==> config.mk <==
export PLATFORM = sky130hd
export DESIGN_NAME = sys_sequencer_flat
export DESIGN_NICKNAME = d
export VERILOG_FILES = /design/src/hdl/seq_pkg.sv /design/src/hdl/seq_if.sv /design/src/hdl/sys_sequencer.sv /design/src/flat_wrapper.sv
export SDC_FILE = /design/constraint.sdc
export NUM_CORES = 1
export LEC_CHECK = 0
export CAP_MARGIN = 20
export CORE_ASPECT_RATIO = 1.2
export CORE_MARGIN = 3
export CORE_UTILIZATION = 56
export DETAILED_ROUTE_END_ITERATION = 8
export DONT_BUFFER_PORTS = 1
export MAX_ROUTING_LAYER = met4
export PLACE_DENSITY_LB_ADDON = 0.08
export SETUP_SLACK_MARGIN = 0.05
export SLEW_MARGIN = 20
export SYNTH_ARGS = -nofsm -noshare
export SYNTH_HDL_FRONTEND = slang
export SYNTH_SLANG_ARGS = --single-unit
==> constraint.sdc <==
create_clock -name clk -period 5.8 [get_ports clk]
set_clock_uncertainty 0.1 [all_clocks]
set_input_delay 0.87 -clock clk [delete_from_list [all_inputs] [get_ports clk]]
set_output_delay 0.87 -clock clk [all_outputs]
set_load 0.05 [all_outputs]
==> src/hdl/seq_pkg.sv <==
/*
 * Shared constants and types for the reset and sleep sequencing link
 * between the processor-side control end and the system sequencer end.
 * Assumes one 20 MHz clock shared by both ends.
 */
package seq_pkg;
    localparam int CLK_MHZ = 20;
    // Times in their own units, cycle counts derived from the clock rate
    localparam int ASYNC_MIN_CYC = 2;
    localparam int PG_TO_RST_MIN_MS = 1;
    localparam int PG_TO_RST_MAX_MS = 10;
    localparam int PG_TO_RST_MIN_CYC = PG_TO_RST_MIN_MS * 1000 * CLK_MHZ;
    localparam int PG_LOW_MIN_CYC = 10;
    localparam int HOT_MIN_US = 500;
    localparam int HOT_MIN_CYC = HOT_MIN_US * CLK_MHZ;
    localparam int FLOAT_ERROR_N_MAX_CYC = 5;
    localparam int STRAP_SETUP_CYC = 4;
    localparam int STRAP_HOLD_MIN_CYC = 2;
    localparam int STRAP_HOLD_MAX_CYC = 20;
    localparam int TRST_MIN_TCK = 2;
    localparam int SLP_AFTER_GRANT_CYC = 100;
    localparam int STABLE_BEFORE_SLP_CYC = 10;
    localparam int SLP_TO_DEEP_SLEEP_REQ_N_CYC = 10;
    localparam int LOCK_MAX_US = 30;
    localparam int LOCK_CYC = LOCK_MAX_US * CLK_MHZ;
    localparam int HALT_HOLD_CYC = 10;
    localparam int INPUT_HOLD_CYC = 10;
    localparam int VID_MAX_US = 10;
    localparam int VID_MAX_CYC = VID_MAX_US * CLK_MHZ;
    localparam int VID_W = 5;
    localparam int CNT_W = 32;
    // Latency of the two-flop synchronisers on link inputs
    localparam int SYNC_CYC = 2;
    localparam logic [VID_W-1:0] VID_RESET = 5'h00;

    // System sequencer states (one-hot)
    typedef enum logic [9:0] {
        S_OFF      = 10'h001,
        S_PG_LOW   = 10'h002,
        S_RESET    = 10'h004,
        S_HOLD     = 10'h008,
        S_RUN      = 10'h010,
        S_GRANTED  = 10'h020,
        S_SLEEP    = 10'h040,
        S_DEEP     = 10'h080,
        S_LOCK     = 10'h100,
        S_WAKE     = 10'h200
    } sys_state_t;
endpackage : seq_pkg

==> src/hdl/seq_if.sv <==
/*
 * Interface joining the processor end and the system end.
 * Assumes both ends share clk; active-low pins keep the _n suffix.
 */
`timescale 1ns/10ps
interface seq_if;
    import seq_pkg::*;
    logic power_good_in;
    logic bus_reset_n;
    logic clock_halt_req_n;
    logic sleep_req_n;
    logic deep_sleep_req_n;
    logic [31:3] addr_strap;
    logic bus_request0_strap_n;
    logic warm_restart_n;
    logic mgmt_interrupt_n;
    logic stop_grant;
    logic thermal_alert_n;
    logic overheat_trip_n;
    logic float_error_n;
    logic [VID_W-1:0] voltage_code_out;
    logic tck;
    logic trst_n;
    logic tms;
    logic tdi;
    logic tdo;

    modport cpu (
        input power_good_in, bus_reset_n, clock_halt_req_n, sleep_req_n,
        input deep_sleep_req_n, addr_strap, bus_request0_strap_n,
        input warm_restart_n, mgmt_interrupt_n, tck, trst_n, tms, tdi,
        output stop_grant, thermal_alert_n, overheat_trip_n,
        output float_error_n, voltage_code_out, tdo
    );
    modport sys (
        output power_good_in, bus_reset_n, clock_halt_req_n, sleep_req_n,
        output deep_sleep_req_n, addr_strap, bus_request0_strap_n,
        output warm_restart_n, mgmt_interrupt_n, tck, trst_n, tms, tdi,
        input stop_grant, thermal_alert_n, overheat_trip_n,
        input float_error_n, voltage_code_out, tdo
    );
endinterface : seq_if

==> src/hdl/sys_sequencer.sv <==
/*
 * System end: drives power-good, bus reset, straps, halt, sleep and
 * deep-sleep in the documented order, plus a test-port reset pulse.
 * Assumes the processor end on the same clk; user controls are
 * synchronous pulses/levels from logic on clk.
 */
`timescale 1ns/10ps
module sys_sequencer
    import seq_pkg::*;
#(
    parameter int RESET_HOLD_CYC = PG_TO_RST_MIN_CYC,
    parameter int TRIP_OFF_CYC = 10_000_000
) (
    // Clock and reset
    input wire logic clk,
    input wire logic rstn,
    // User side
    input wire logic power_on,
    input wire logic sleep_cmd,
    input wire logic deep_cmd,
    input wire logic wake_cmd,
    input wire logic test_reset_cmd,
    input wire logic [31:3] strap_addr_cfg,
    input wire logic strap_br0_cfg,
    output logic running,
    output logic in_deep_sleep,
    output logic vcore_enable,
    output logic [VID_W-1:0] voltage_code_seen,
    // Processor link
    seq_if.sys link
);
    sys_state_t state, next_state;
    logic [CNT_W-1:0] cnt;
    logic [CNT_W-1:0] trip_cnt;
    logic [2:0] trst_cnt;
    logic tck_div;
    logic halt_n, slp_n, deep_sleep_req_n_n, rst_n_q, pg_q;
    logic [31:3] strap_q;
    logic br0_n_q, trst_q, tdi_q;

    // Two-stage synchronisers for the processor's grant, trip and voltage code outputs
    logic grant_s1, grant_s2, trip_s1, trip_s2;
    logic [VID_W-1:0] vid_s1, vid_s2;

    always_ff @(posedge clk or negedge rstn) begin
        if (!rstn) begin
            grant_s1 <= 1'b0;
            grant_s2 <= 1'b0;
            trip_s1 <= 1'b1;
            trip_s2 <= 1'b1;
            vid_s1 <= VID_RESET;
            vid_s2 <= VID_RESET;
        end else begin
            grant_s1 <= link.stop_grant;
            grant_s2 <= grant_s1;
            trip_s1 <= link.overheat_trip_n;
            trip_s2 <= trip_s1;
            vid_s1 <= link.voltage_code_out;
            vid_s2 <= vid_s1;
        end
    end

    function automatic logic reached(input logic [CNT_W-1:0] c,
                                     input int n);
        reached = (c >= CNT_W'(n - 1));
    endfunction : reached

    wire tripped = !trip_s2;
    wire pg_low_done = reached(cnt, PG_LOW_MIN_CYC);
    wire rst_done = reached(cnt, RESET_HOLD_CYC);
    wire strap_done = reached(cnt, STRAP_HOLD_MIN_CYC + 1);
    wire grant_done = reached(cnt, SLP_AFTER_GRANT_CYC);
    wire deep_ok = reached(cnt, SLP_TO_DEEP_SLEEP_REQ_N_CYC);
    wire lock_done = reached(cnt, LOCK_CYC);
    wire wake_done = reached(cnt, HALT_HOLD_CYC);

    always_comb begin
        next_state = state;
        case (state)
            S_OFF: if (power_on) next_state = S_PG_LOW;
            S_PG_LOW: if (pg_low_done) next_state = S_RESET;
            S_RESET: if (rst_done) next_state = S_HOLD;
            S_HOLD: if (strap_done) next_state = S_RUN;
            S_RUN: if (sleep_cmd) next_state = S_GRANTED;
            S_GRANTED: if (grant_s2 && grant_done) next_state = S_SLEEP;
            S_SLEEP: begin
                if (deep_cmd && deep_ok) next_state = S_DEEP;
                else if (wake_cmd) next_state = S_WAKE;
            end
            S_DEEP: if (wake_cmd) next_state = S_LOCK;
            S_LOCK: if (lock_done) next_state = S_WAKE;
            S_WAKE: if (wake_done) next_state = S_RUN;
            default: next_state = S_OFF;
        endcase
        if (!power_on || tripped) next_state = S_OFF;
    end

    wire count_reset = (next_state != state) ||
                       (state == S_GRANTED && !grant_s2);

    always_ff @(posedge clk or negedge rstn) begin
        if (!rstn) begin
            state <= S_OFF;
            cnt <= '0;
        end else begin
            state <= next_state;
            cnt <= count_reset ? '0 : cnt + CNT_W'(1);
        end
    end

    // Levels registered so every link pin changes on a clk edge and holds
    // for whole states; the timed ones last over two cycles, but S_RUN, S_SLEEP and S_DEEP can end after one.
    always_ff @(posedge clk or negedge rstn) begin
        if (!rstn) begin
            pg_q <= 1'b0;
            rst_n_q <= 1'b0;
            halt_n <= 1'b1;
            slp_n <= 1'b1;
            deep_sleep_req_n_n <= 1'b1;
        end else begin
            pg_q <= !(next_state inside {S_OFF, S_PG_LOW});
            // Assert may come at once; release only on a clk edge
            rst_n_q <= !(next_state inside {S_OFF, S_PG_LOW, S_RESET});
            halt_n <= !(next_state inside
                {S_GRANTED, S_SLEEP, S_DEEP, S_LOCK, S_WAKE});
            slp_n <= !(next_state inside {S_SLEEP, S_DEEP, S_LOCK});
            deep_sleep_req_n_n <= !(next_state == S_DEEP);
        end
    end

    // The trip arrives late by the synchroniser; the timer runs that short
    wire trip_off = reached(trip_cnt, TRIP_OFF_CYC - SYNC_CYC);

    // Power-off timer after an overheat trip
    always_ff @(posedge clk or negedge rstn) begin
        if (!rstn) begin
            trip_cnt <= '0;
            vcore_enable <= 1'b0;
        end else begin
            if (!tripped) trip_cnt <= '0;
            else if (!trip_off) trip_cnt <= trip_cnt + CNT_W'(1);
            vcore_enable <= power_on && !(tripped && trip_off);
        end
    end

    // Test clock divided by two; test reset held for TRST_MIN_TCK+1 periods
    always_ff @(posedge clk or negedge rstn) begin
        if (!rstn) begin
            tck_div <= 1'b0;
            trst_cnt <= 3'h0;
        end else begin
            tck_div <= !tck_div;
            if (test_reset_cmd) trst_cnt <= 3'(2 * TRST_MIN_TCK + 2);
            else if (trst_cnt != 3'h0) trst_cnt <= trst_cnt - 3'h1;
        end
    end

    // Straps, test reset and test data leave from flip-flops; test data changes as the
    // test clock falls so it is steady at the rising edge.
    always_ff @(posedge clk or negedge rstn) begin
        if (!rstn) begin
            strap_q <= '0;
            br0_n_q <= 1'b1;
            trst_q <= 1'b1;
            tdi_q <= 1'b0;
        end else begin
            strap_q <= strap_addr_cfg;
            br0_n_q <= !strap_br0_cfg;
            trst_q <= (trst_cnt == 3'h0);
            tdi_q <= tdi_q ^ tck_div;
        end
    end

    always_ff @(posedge clk or negedge rstn) begin
        if (!rstn) begin
            running <= 1'b0;
            in_deep_sleep <= 1'b0;
            voltage_code_seen <= VID_RESET;
        end else begin
            running <= (state == S_RUN);
            in_deep_sleep <= (state == S_DEEP);
            voltage_code_seen <= vid_s2;
        end
    end

    assign link.power_good_in = pg_q;
    assign link.bus_reset_n = rst_n_q;
    assign link.clock_halt_req_n = halt_n;
    assign link.sleep_req_n = slp_n;
    assign link.deep_sleep_req_n = deep_sleep_req_n_n;
    // Straps follow the configuration from reset onward, well before release
    assign link.addr_strap = strap_q;
    assign link.bus_request0_strap_n = br0_n_q;
    assign link.warm_restart_n = 1'b1;
    assign link.mgmt_interrupt_n = 1'b1;
    assign link.tck = tck_div;
    assign link.trst_n = trst_q;
    assign link.tms = 1'b1;
    assign link.tdi = tdi_q;
endmodule : sys_sequencer

==> src/flat_wrapper.sv <==
// flat-port wrapper written by rule: the top's interface ports become plain ports
module sys_sequencer_flat import seq_pkg::*;
#(
    parameter int RESET_HOLD_CYC = PG_TO_RST_MIN_CYC,
    parameter int TRIP_OFF_CYC = 10_000_000
)
  (clk, rstn, power_on, sleep_cmd, deep_cmd, wake_cmd, test_reset_cmd, strap_addr_cfg, strap_br0_cfg, running, in_deep_sleep, vcore_enable, voltage_code_seen, link_power_good_in, link_bus_reset_n, link_clock_halt_req_n, link_sleep_req_n, link_deep_sleep_req_n, link_addr_strap, link_bus_request0_strap_n, link_warm_restart_n, link_mgmt_interrupt_n, link_tck, link_trst_n, link_tms, link_tdi, link_stop_grant, link_thermal_alert_n, link_overheat_trip_n, link_float_error_n, link_voltage_code_out, link_tdo);
  seq_if link_i ();
  input wire logic clk;
  input wire logic rstn;
  input wire logic power_on;
  input wire logic sleep_cmd;
  input wire logic deep_cmd;
  input wire logic wake_cmd;
  input wire logic test_reset_cmd;
  input wire logic [31:3] strap_addr_cfg;
  input wire logic strap_br0_cfg;
  output logic running;
  output logic in_deep_sleep;
  output logic vcore_enable;
  output logic [VID_W-1:0] voltage_code_seen;
  output wire logic [$bits(link_i.power_good_in)-1:0] link_power_good_in;
  output wire logic [$bits(link_i.bus_reset_n)-1:0] link_bus_reset_n;
  output wire logic [$bits(link_i.clock_halt_req_n)-1:0] link_clock_halt_req_n;
  output wire logic [$bits(link_i.sleep_req_n)-1:0] link_sleep_req_n;
  output wire logic [$bits(link_i.deep_sleep_req_n)-1:0] link_deep_sleep_req_n;
  output wire logic [$bits(link_i.addr_strap)-1:0] link_addr_strap;
  output wire logic [$bits(link_i.bus_request0_strap_n)-1:0] link_bus_request0_strap_n;
  output wire logic [$bits(link_i.warm_restart_n)-1:0] link_warm_restart_n;
  output wire logic [$bits(link_i.mgmt_interrupt_n)-1:0] link_mgmt_interrupt_n;
  output wire logic [$bits(link_i.tck)-1:0] link_tck;
  output wire logic [$bits(link_i.trst_n)-1:0] link_trst_n;
  output wire logic [$bits(link_i.tms)-1:0] link_tms;
  output wire logic [$bits(link_i.tdi)-1:0] link_tdi;
  input wire logic [$bits(link_i.stop_grant)-1:0] link_stop_grant;
  input wire logic [$bits(link_i.thermal_alert_n)-1:0] link_thermal_alert_n;
  input wire logic [$bits(link_i.overheat_trip_n)-1:0] link_overheat_trip_n;
  input wire logic [$bits(link_i.float_error_n)-1:0] link_float_error_n;
  input wire logic [$bits(link_i.voltage_code_out)-1:0] link_voltage_code_out;
  input wire logic [$bits(link_i.tdo)-1:0] link_tdo;
  assign link_power_good_in = link_i.power_good_in;
  assign link_bus_reset_n = link_i.bus_reset_n;
  assign link_clock_halt_req_n = link_i.clock_halt_req_n;
  assign link_sleep_req_n = link_i.sleep_req_n;
  assign link_deep_sleep_req_n = link_i.deep_sleep_req_n;
  assign link_addr_strap = link_i.addr_strap;
  assign link_bus_request0_strap_n = link_i.bus_request0_strap_n;
  assign link_warm_restart_n = link_i.warm_restart_n;
  assign link_mgmt_interrupt_n = link_i.mgmt_interrupt_n;
  assign link_tck = link_i.tck;
  assign link_trst_n = link_i.trst_n;
  assign link_tms = link_i.tms;
  assign link_tdi = link_i.tdi;
  assign link_i.stop_grant = link_stop_grant;
  assign link_i.thermal_alert_n = link_thermal_alert_n;
  assign link_i.overheat_trip_n = link_overheat_trip_n;
  assign link_i.float_error_n = link_float_error_n;
  assign link_i.voltage_code_out = link_voltage_code_out;
  assign link_i.tdo = link_tdo;
  sys_sequencer #(.RESET_HOLD_CYC(RESET_HOLD_CYC), .TRIP_OFF_CYC(TRIP_OFF_CYC)) u_core (.clk(clk), .rstn(rstn), .power_on(power_on), .sleep_cmd(sleep_cmd), .deep_cmd(deep_cmd), .wake_cmd(wake_cmd), .test_reset_cmd(test_reset_cmd), .strap_addr_cfg(strap_addr_cfg), .strap_br0_cfg(strap_br0_cfg), .running(running), .in_deep_sleep(in_deep_sleep), .vcore_enable(vcore_enable), .voltage_code_seen(voltage_code_seen), .link(link_i));
endmodule
# [Word-level counts from Yosys, hierarchy flattened]
# Index checks and enable logic that the tools add are counted.
# Widths: inputs -> output; s select.
[totals] ff_bits=137 input_bits=47 output_inout_bits=49
[classes] addsub=3 n_lt_le_gt_ge=6 eq_ne=20 mux=18 bitwise_logic=1 reduce_logical=25
[ops] cell="$mux 10" count=12
[ops] cell="$pmux 10 s10" count=1
[ops] cell="$mux 32" count=3
[ops] cell="$add 32x1->32 const B" count=2
[ops] cell="$ge 32x10->1 const B" count=1
[ops] cell="$ge 32x15->1 const B" count=1
[ops] cell="$ge 32x2->1 const B" count=1
[ops] cell="$ge 32x24->1 const B" count=1
[ops] cell="$ge 32x4->1 const B" count=1
[ops] cell="$ge 32x7->1 const B" count=1
[ops] cell="$eq 10x1->1 const B" count=2
[ops] cell="$eq 10x10->1 const B" count=2
[ops] cell="$eq 10x2->1 const B" count=2
[ops] cell="$eq 10x3->1 const B" count=2
[ops] cell="$eq 10x6->1 const B" count=2
[ops] cell="$eq 10x7->1 const B" count=2
[ops] cell="$eq 10x8->1 const B" count=2
[ops] cell="$eq 10x9->1 const B" count=2
[ops] cell="$logic_not 1->1" count=11
[ops] cell="$eq 10x4->1 const B" count=1
[ops] cell="$eq 10x5->1 const B" count=1
[ops] cell="$ne 10x10->1" count=1
[ops] cell="$reduce_bool 3->1" count=3
[ops] cell="$mux 3" count=2
[ops] cell="other kinds (8)" count=14

# [Depth between registers and ports, before layout]
# Gate-level depths: netlist of the first run.
[depth] word_depth=8 ltp_mapped=11

# [Worst setup path before layout of the first run]
# No wires, ideal clock.
[synth_path] path_kind="register to register" startpoint="register u_core.state[1]" endpoint="register u_core.cnt[18]" setup_time_ns=0.129 arrival_ns=2.472 t_required_ns=5.571 path_slack_ns=3.100 stages_incl_launch_ff=10 n_path_buf=2 synth_period_minus_slack_ns=2.700 cell_sequence="dfrtp_1 > or4_4 > or4_1 > nand2b_1 > a221oi_1 > or3_1 > clkbuf_1 > clkbuf_1 > nand4_1 > nor3_2"
[synth_between] elab_chain_cells=7 elab_cells_between_ends=27
[synth_rtl] item="start, declared" line="sys_sequencer.sv:32" rtl="sys_state_t state, next_state;"
[synth_rtl] item="start signal, assigned" line="sys_sequencer.sv:106" rtl="state <= next_state;"
[synth_rtl] item="parallel branches: the longest is 5 deep, another holds $eq 10x10->1"
[synth_rtl] item="$logic_or 1x1->1 *" line="sys_sequencer.sv:98" rtl="wire count_reset = (next_state != state) ||"
[synth_rtl] item="$mux 32 *" line="sys_sequencer.sv:107" rtl="cnt <= count_reset ? '0 : cnt + CNT_W'(1);"
[synth_rtl] item="end signal, assigned" line="sys_sequencer.sv:107"
[synth_rtl] item="end, declared" line="sys_sequencer.sv:33" rtl="logic [CNT_W-1:0] cnt;"
# Mark *: on every way between the ends.
# A chain may end at the register's enable or synchronous reset.

# [Final worst setup path of the first run]
[layout_path] startpoint="register u_core.state[4]" endpoint="register u_core.cnt[4]"
# Same word-level chain as after synthesis.

==> run summary, run 1 <==
status -> finished, final reports clean
CP max FO -> 24
static leakage -> 3.20 nW
most instantiated cells after synthesis -> dfrtp_1, nor2_1, nand4_1, nand3_1, xor2_1
Clock Tree Root -> clkbuf_16
NetSw -> 574 uW
DR WL/cell -> 18.4 um
Comb power frac -> 5.6%
CTS tree -> done
CP bufs+invs -> 0
Critical Path RT -> 5980 ps
# rows -> 43
Worst-Margin Slew -> 1030 ps
fin area -> 7340 sq um
routability cong. -> 0.937
Max Cap Viol -> 0
mapped cell area -> 6780 sq um
initial antenna violation count -> 0
synth unique cells -> 70
ys async rst share -> 100%
# setup viols final -> 0
# resized after CTS -> 0
max-slew violations -> 0
Setup TNS Final -> 0 ps
largest area contributor in the netlist -> dfrtp_1
DRT iter0 DRCs -> 276
final WL -> 14400 um
CTS Buf Count -> 17
Reg2Reg Depth -> 7
Hold Vio Cnt, Final -> 0
sequential power share -> 48.6%
placed wire-length estimate -> 9440 um
Peak VDD IR -> 258 uV
P&R area growth vs syn -> 8.34%
Final nets -> 668
EDFF count, synth -> 0
worst r2r dst -> u_core.cnt[4]
Clock power frac -> 45.7%
most common cell in the synthesized netlist -> dfrtp_1
synth top area cells -> dfrtp_1, nand4_1, xor2_1
Internal -> 1.62 mW
headroom to the max-slew limit -> 30.8%
CP Capture Point -> u_core.cnt[4]
clk buf depth -> 2
final period utilization -> 64.6%
cts-stage hold buffer count -> 0
setup ws final -> 2060 ps
minimum clock period -> 3740 ps
critical path depth in cells -> 7
die height -> 127 um
first-pass GRT wire length -> 23900 um
clock transition at the registers of the reported paths -> 60 ps
PwrDens -> 299 nW/um^2
H-tree depth -> 4
Die W -> 106 um
io pins -> 96
CP max stage delay -> 850 ps
Synth Area per Inst -> 10.8 sq um
number of global-route vias before repair -> 4826
Pwr Total -> 2.20 mW
antenna diode count -> 0
Pre-antenna DRT Iters -> 4
vias per cell -> 6.08
R2R Setup Slk -> 2060 ps
CP max-delay cell -> nand3_1
CP Cell Sequence -> or4_4, nor4_4, a311oi_1, o21ai_2, nand3_1, nand2b_4, nor4_2
kind of critical path -> reg -> reg
total die area -> 13500 sq um
post-route antenna net violation count -> 0
CP Capture Type -> flip-flop
detailed-route via count -> 4758
clk sinks -> 137
largest net degree at the start of global routing -> 138
worst r2r src -> u_core.state[4]
top-area cell type share of the netlist area -> 47.6%
Tot GR Track Use -> 23.1%
setup bufs post-CTS -> 0
Core ar. -> 11700 sq um
FMAX -> 267 MHz
clk_lat worst skew -> 420 ps
RSZ-0062 raised after global routing -> false
worst min path class -> in -> async
critical path's top delay family -> simple AND/OR/NAND/NOR gates
Crit. Startpoint -> u_core.state[4]
Port Buffer Count -> 0
FF+latch count, synth -> 137
CP startpoint kind -> flip-flop
sequential share of the synthesized area -> 50.7%
Syn Inst Count -> 630
switch share -> 26.1%
Yosys warnings -> 0
# DRC -> 0
dominant synthesized flop cell -> dfrtp_1
Worst Path Arrival -> 3920 ps
Placed Area -> 6780 sq um
share of post-route cells with drive strength above 1 -> 16.0%
dpl ws -> 2090 ps
Initial Util -> 58.1%
total congestion overflow -> 0
-- layout by cell type (no fill, tap or decap), drive strengths merged, types with 13 or more instances in the layout --
cell and n:
clkbuf 19, dfrtp 129, inv 26, nand2 21
nand3 43, nand4 48, nor2 50, nor2b 13
nor3 37, nor4 28, xnor2 25, xor2 31
-- state kept, by name, summed over array words and instances, names as in the netlist, 3 cells and up --
register and cells:
u_core.state 10, u_core.trip_cnt 32, u_core.trst_cnt 3, u_core.vid_s2 5, u_core.vid_s1 5, u_core.link.addr_strap 29
u_core.cnt 32, u_core.voltage_code_seen 5
-- layout make-up --
cell class / instances / area (sq um)
fill: 959 / 4330
sequential: 137 / 3440
multi-input combinational: 431 / 3050
clock buffer: 19 / 433
tap: 157 / 196
clock inverter: 13 / 121
inverter: 22 / 82.6
timing repair buffer: 3 / 22.5
-- cells by family (layout without fill, tap and decap cells) --
kind of cell | count (synthesis) | after routing | synth area share, %
AO/OA/AOI/OAI | 51 | 51 | 6.11
XOR/XNOR | 56 | 56 | 7.35
adder cells (fa/ha/maj) | 9 | 9 | 1.66
buffers and inverters | 64 | 57 | 4.86
flip-flops | 137 | 137 | 50.7
multiplexers | 2 | 2 | 0.314
other | 1 | 3 | 0.0553
AND/OR/NAND/NOR | 310 | 310 | 28.9
-- routing by layer --
metal	vias to the layer above	wire [um]	global-route usage, %
li1	2213	-	-
met1	2378	6140	28.9
met2	144	7390	36.2
met3	23	526	4.58
met4	0	297	11.4
met5	-	0	-
-- stage by stage --
step / hold slack [ps] / cells / utilization [%]
6_report: 51.7 / 782 / 62.9
5_1_grt: 22.4 / 782 / 62.9
3_5_place_dp: 235 / 750 / 58.0
3_3_place_gp: 232 / 750 / 58.0
4_1_cts: 24.5 / 782 / 62.8
2_1_floorplan: 231 / 632 / -
-- power groups by stage --
stage | Combinational [mW] | Clock [mW] | Sequential, mW
after global routing | 0.141 | 1.08 | 1.07
after global placement | 0.118 | 0 | 1.08
final | 0.123 | 1.00 | 1.07
after CTS | 0.124 | 1.03 | 1.07
after floorplan | 0.115 | 0 | 1.07
after detailed placement | 0.123 | 0 | 1.08
-- how the worst min path moves through the flow --
| stage | startpoint | endpoint | slack [ps] | depth (start not counted) |
|---|---|---|---|---|
| floorplan | u_core.grant_s1 | u_core.grant_s2 | 230 | 0 |
| global placement | u_core.vid_s2[2] | u_core.voltage_code_seen[2] | 230 | 0 |
| detailed placement | u_core.vid_s1[4] | u_core.vid_s2[4] | 230 | 0 |
| CTS | rstn | u_core.cnt[13] | 20 | 0 |
| global route | rstn | u_core.state[7] | 20 | 0 |
| finish | rstn | u_core.state[6] | 50 | 0 |
(Power assumes the default switching activity.)
==> run 2: changes to the inputs <==
==> constraint.sdc (replaced) <==
create_clock -name clk -period 3.4 [get_ports clk]
set_clock_uncertainty 0.1 [all_clocks]
set_input_delay 0.51 -clock clk [delete_from_list [all_inputs] [get_ports clk]]
set_output_delay 0.51 -clock clk [all_outputs]
set_load 0.05 [all_outputs]
==> run 2 against run 1 <==
The run now ends with hold timing left. Utilization grew 6.7 points. Power grew 75%. Sequential share of layout area shrank 4.5 points. Worst setup slack lost 1900 ps. Flip-flop and latch count is the same. Count of clock-buffer cells in the layout shrank 2. First-iteration DRC count grew 31%. Wire length grew 18%. Global-route usage grew 2.4 points. Via count grew 9.5%. Largest power group unchanged.
==> run summary, run 2 (same netlist as run 1, synthesis figures left out) <==
initial antenna violation count -> 0
DRT iter0 DRCs -> 361
Clock Tree Root -> clkbuf_16
detailed-route via count -> 5210
Post-Place Cells -> 824
largest net degree at the start of global routing -> 138
io pins -> 96
total congestion overflow -> 0
Setup TNS Final -> 0 ps
CTS Buf Count -> 17
die height -> 127 um
Tot GR Track Use -> 25.5%
Die W -> 106 um
Max Cap Viol -> 0
final WL -> 16900 um
static leakage -> 3.68 nW
Peak VDD IR -> 401 uV
post-route antenna net violation count -> 0
most frequent cells in the layout -> dfrtp_1, buf_4, nor2_1
commonest non-fill, non-tap cell in the layout -> dfrtp_1
FMAX -> 313 MHz
Pre-antenna DRT Iters -> 5
placed wire-length estimate -> 10800 um
status -> finished, violations left
H-tree depth -> 4
clk buf depth -> 2
max-slew violations -> 0
Pwr Total -> 3.84 mW
total die area -> 13500 sq um
fill cell count -> 863
# DRC -> 0
Min Hold Slack -> -312 ps
kind of critical path -> reg -> reg
clock transition at the registers of the reported paths -> 60 ps
Critical Path RT -> 3570 ps
number of global-route vias before repair -> 5319
first-pass GRT wire length -> 26400 um
PwrDens -> 473 nW/um^2
antenna diode count -> 0
routability cong. -> 0.945
RSZ-0062 raised after global routing -> false
clk_lat worst skew -> 410 ps
Worst-Margin Slew -> 703 ps
failing checks -> hold timing
vias per cell -> 5.94
Hold Vio Cnt, Final -> 137
# rows -> 43
DR WL/cell -> 19.3 um
CP startpoint kind -> flip-flop
share of post-route cells with drive strength above 1 -> 25.7%
worst min path class -> in -> async
Core ar. -> 11700 sq um
clk sinks -> 137
fin cells -> 877
Initial Util -> 58.1%
CP max FO -> 32
Final Util -> 69.6%
Worst Path Arrival -> 3370 ps
final period utilization -> 94.0%
minimum clock period -> 3200 ps
Final nets -> 763
CTS tree -> done
CP Capture Type -> flip-flop
P&R area growth vs syn -> 19.9%
Port Buffer Count -> 0
# setup viols final -> 0
headroom to the max-slew limit -> 52.8%
[run 2: cell count changes in the layout (fill, tap and decap cells not counted), moves of 2 or more]
cell	delta
clkinvlp_4	+2
clkinv_2	-3
clkbuf_1	-2
buf_4	+80
inv_8	+2
dlygate4sd3_1	+12
[run 2: cell type report]
type	count	area (sq um)	share of cell area [%]
Tap cell	157	196	2.42
Multi-Input combinational cell	433	3090	38.0
Inverter	22	82.6	1.02
Sequential cell	137	3440	42.3
Clock inverter	15	131	1.62
Timing Repair Buffer	96	763	9.39
Clock buffer	17	425	5.23
[run 2: routing by layer]
layer | part of all wire (%) | global-route usage [%] | vias up | routed length (um)
met2 | 51 | 42.1 | 174 | 8640
met1 | 41 | 31.6 | 2571 | 6920
met3 | 4.5 | 3.97 | 47 | 768
met4 | 3.3 | 10.8 | 0 | 555
met5 | 0 | - | - | 0
li1 | - | - | 2418 | -
[run 2: through the flow]
stage,hold WS (ps),instance area (sq um),setup slack [ps]
CTS,-326,7940,56.6
floorplan,114,6790,700
global route,-335,8130,70.8
detailed placement,118,7340,-120
global placement,117,7340,-55.2
finish,-312,8130,204
[run 2: worst paths after layout]
path / startpoint / end / slack [ps] / depth (start not counted)
setup / recovery: u_core.state[4] / u_core.cnt[29] / 200 / 10
hold / removal: rstn / u_core.state[7] / -310 / 0
setup reg to reg: u_core.state[4] / u_core.cnt[29] / 200 / 10
hold reg to reg: u_core.vid_s2[0] / u_core.voltage_code_seen[0] / 240 / 0
max in group asynchronous: rstn / u_core.link.bus_request0_strap_n / 3240 / 0
min in group clk: strap_addr_cfg[8] / u_core.link.addr_strap[8] / 20 / 0
[run 2: power by group]
| part | internal [mW] | switching, mW | total [mW] |
|---|---|---|---|
| clock | 0.957 | 0.773 | 1.73 |
| sequential | 1.69 | 0.115 | 1.80 |
| combinational | 0.130 | 0.183 | 0.313 |
[run 2: timing repair]
item,CTS,global route
pin swaps,1,3
gates resized for setup,0,3
cloned,1,1
setup endpoints to repair,6,27
hold buffers,2,10
endpoints found under the hold margin,139,147
setup buffers,0,7
[run 2: worst max-delay path: stages (launching register included)]
cell and delay, ps:
dfrtp_1 430, buf_4 160, buf_4 170, or4_1 570
or4_1 570, nand2b_1 100, a221oi_1 110, or3_1 330
buf_4 260, nand4_1 180, nor3_2 60
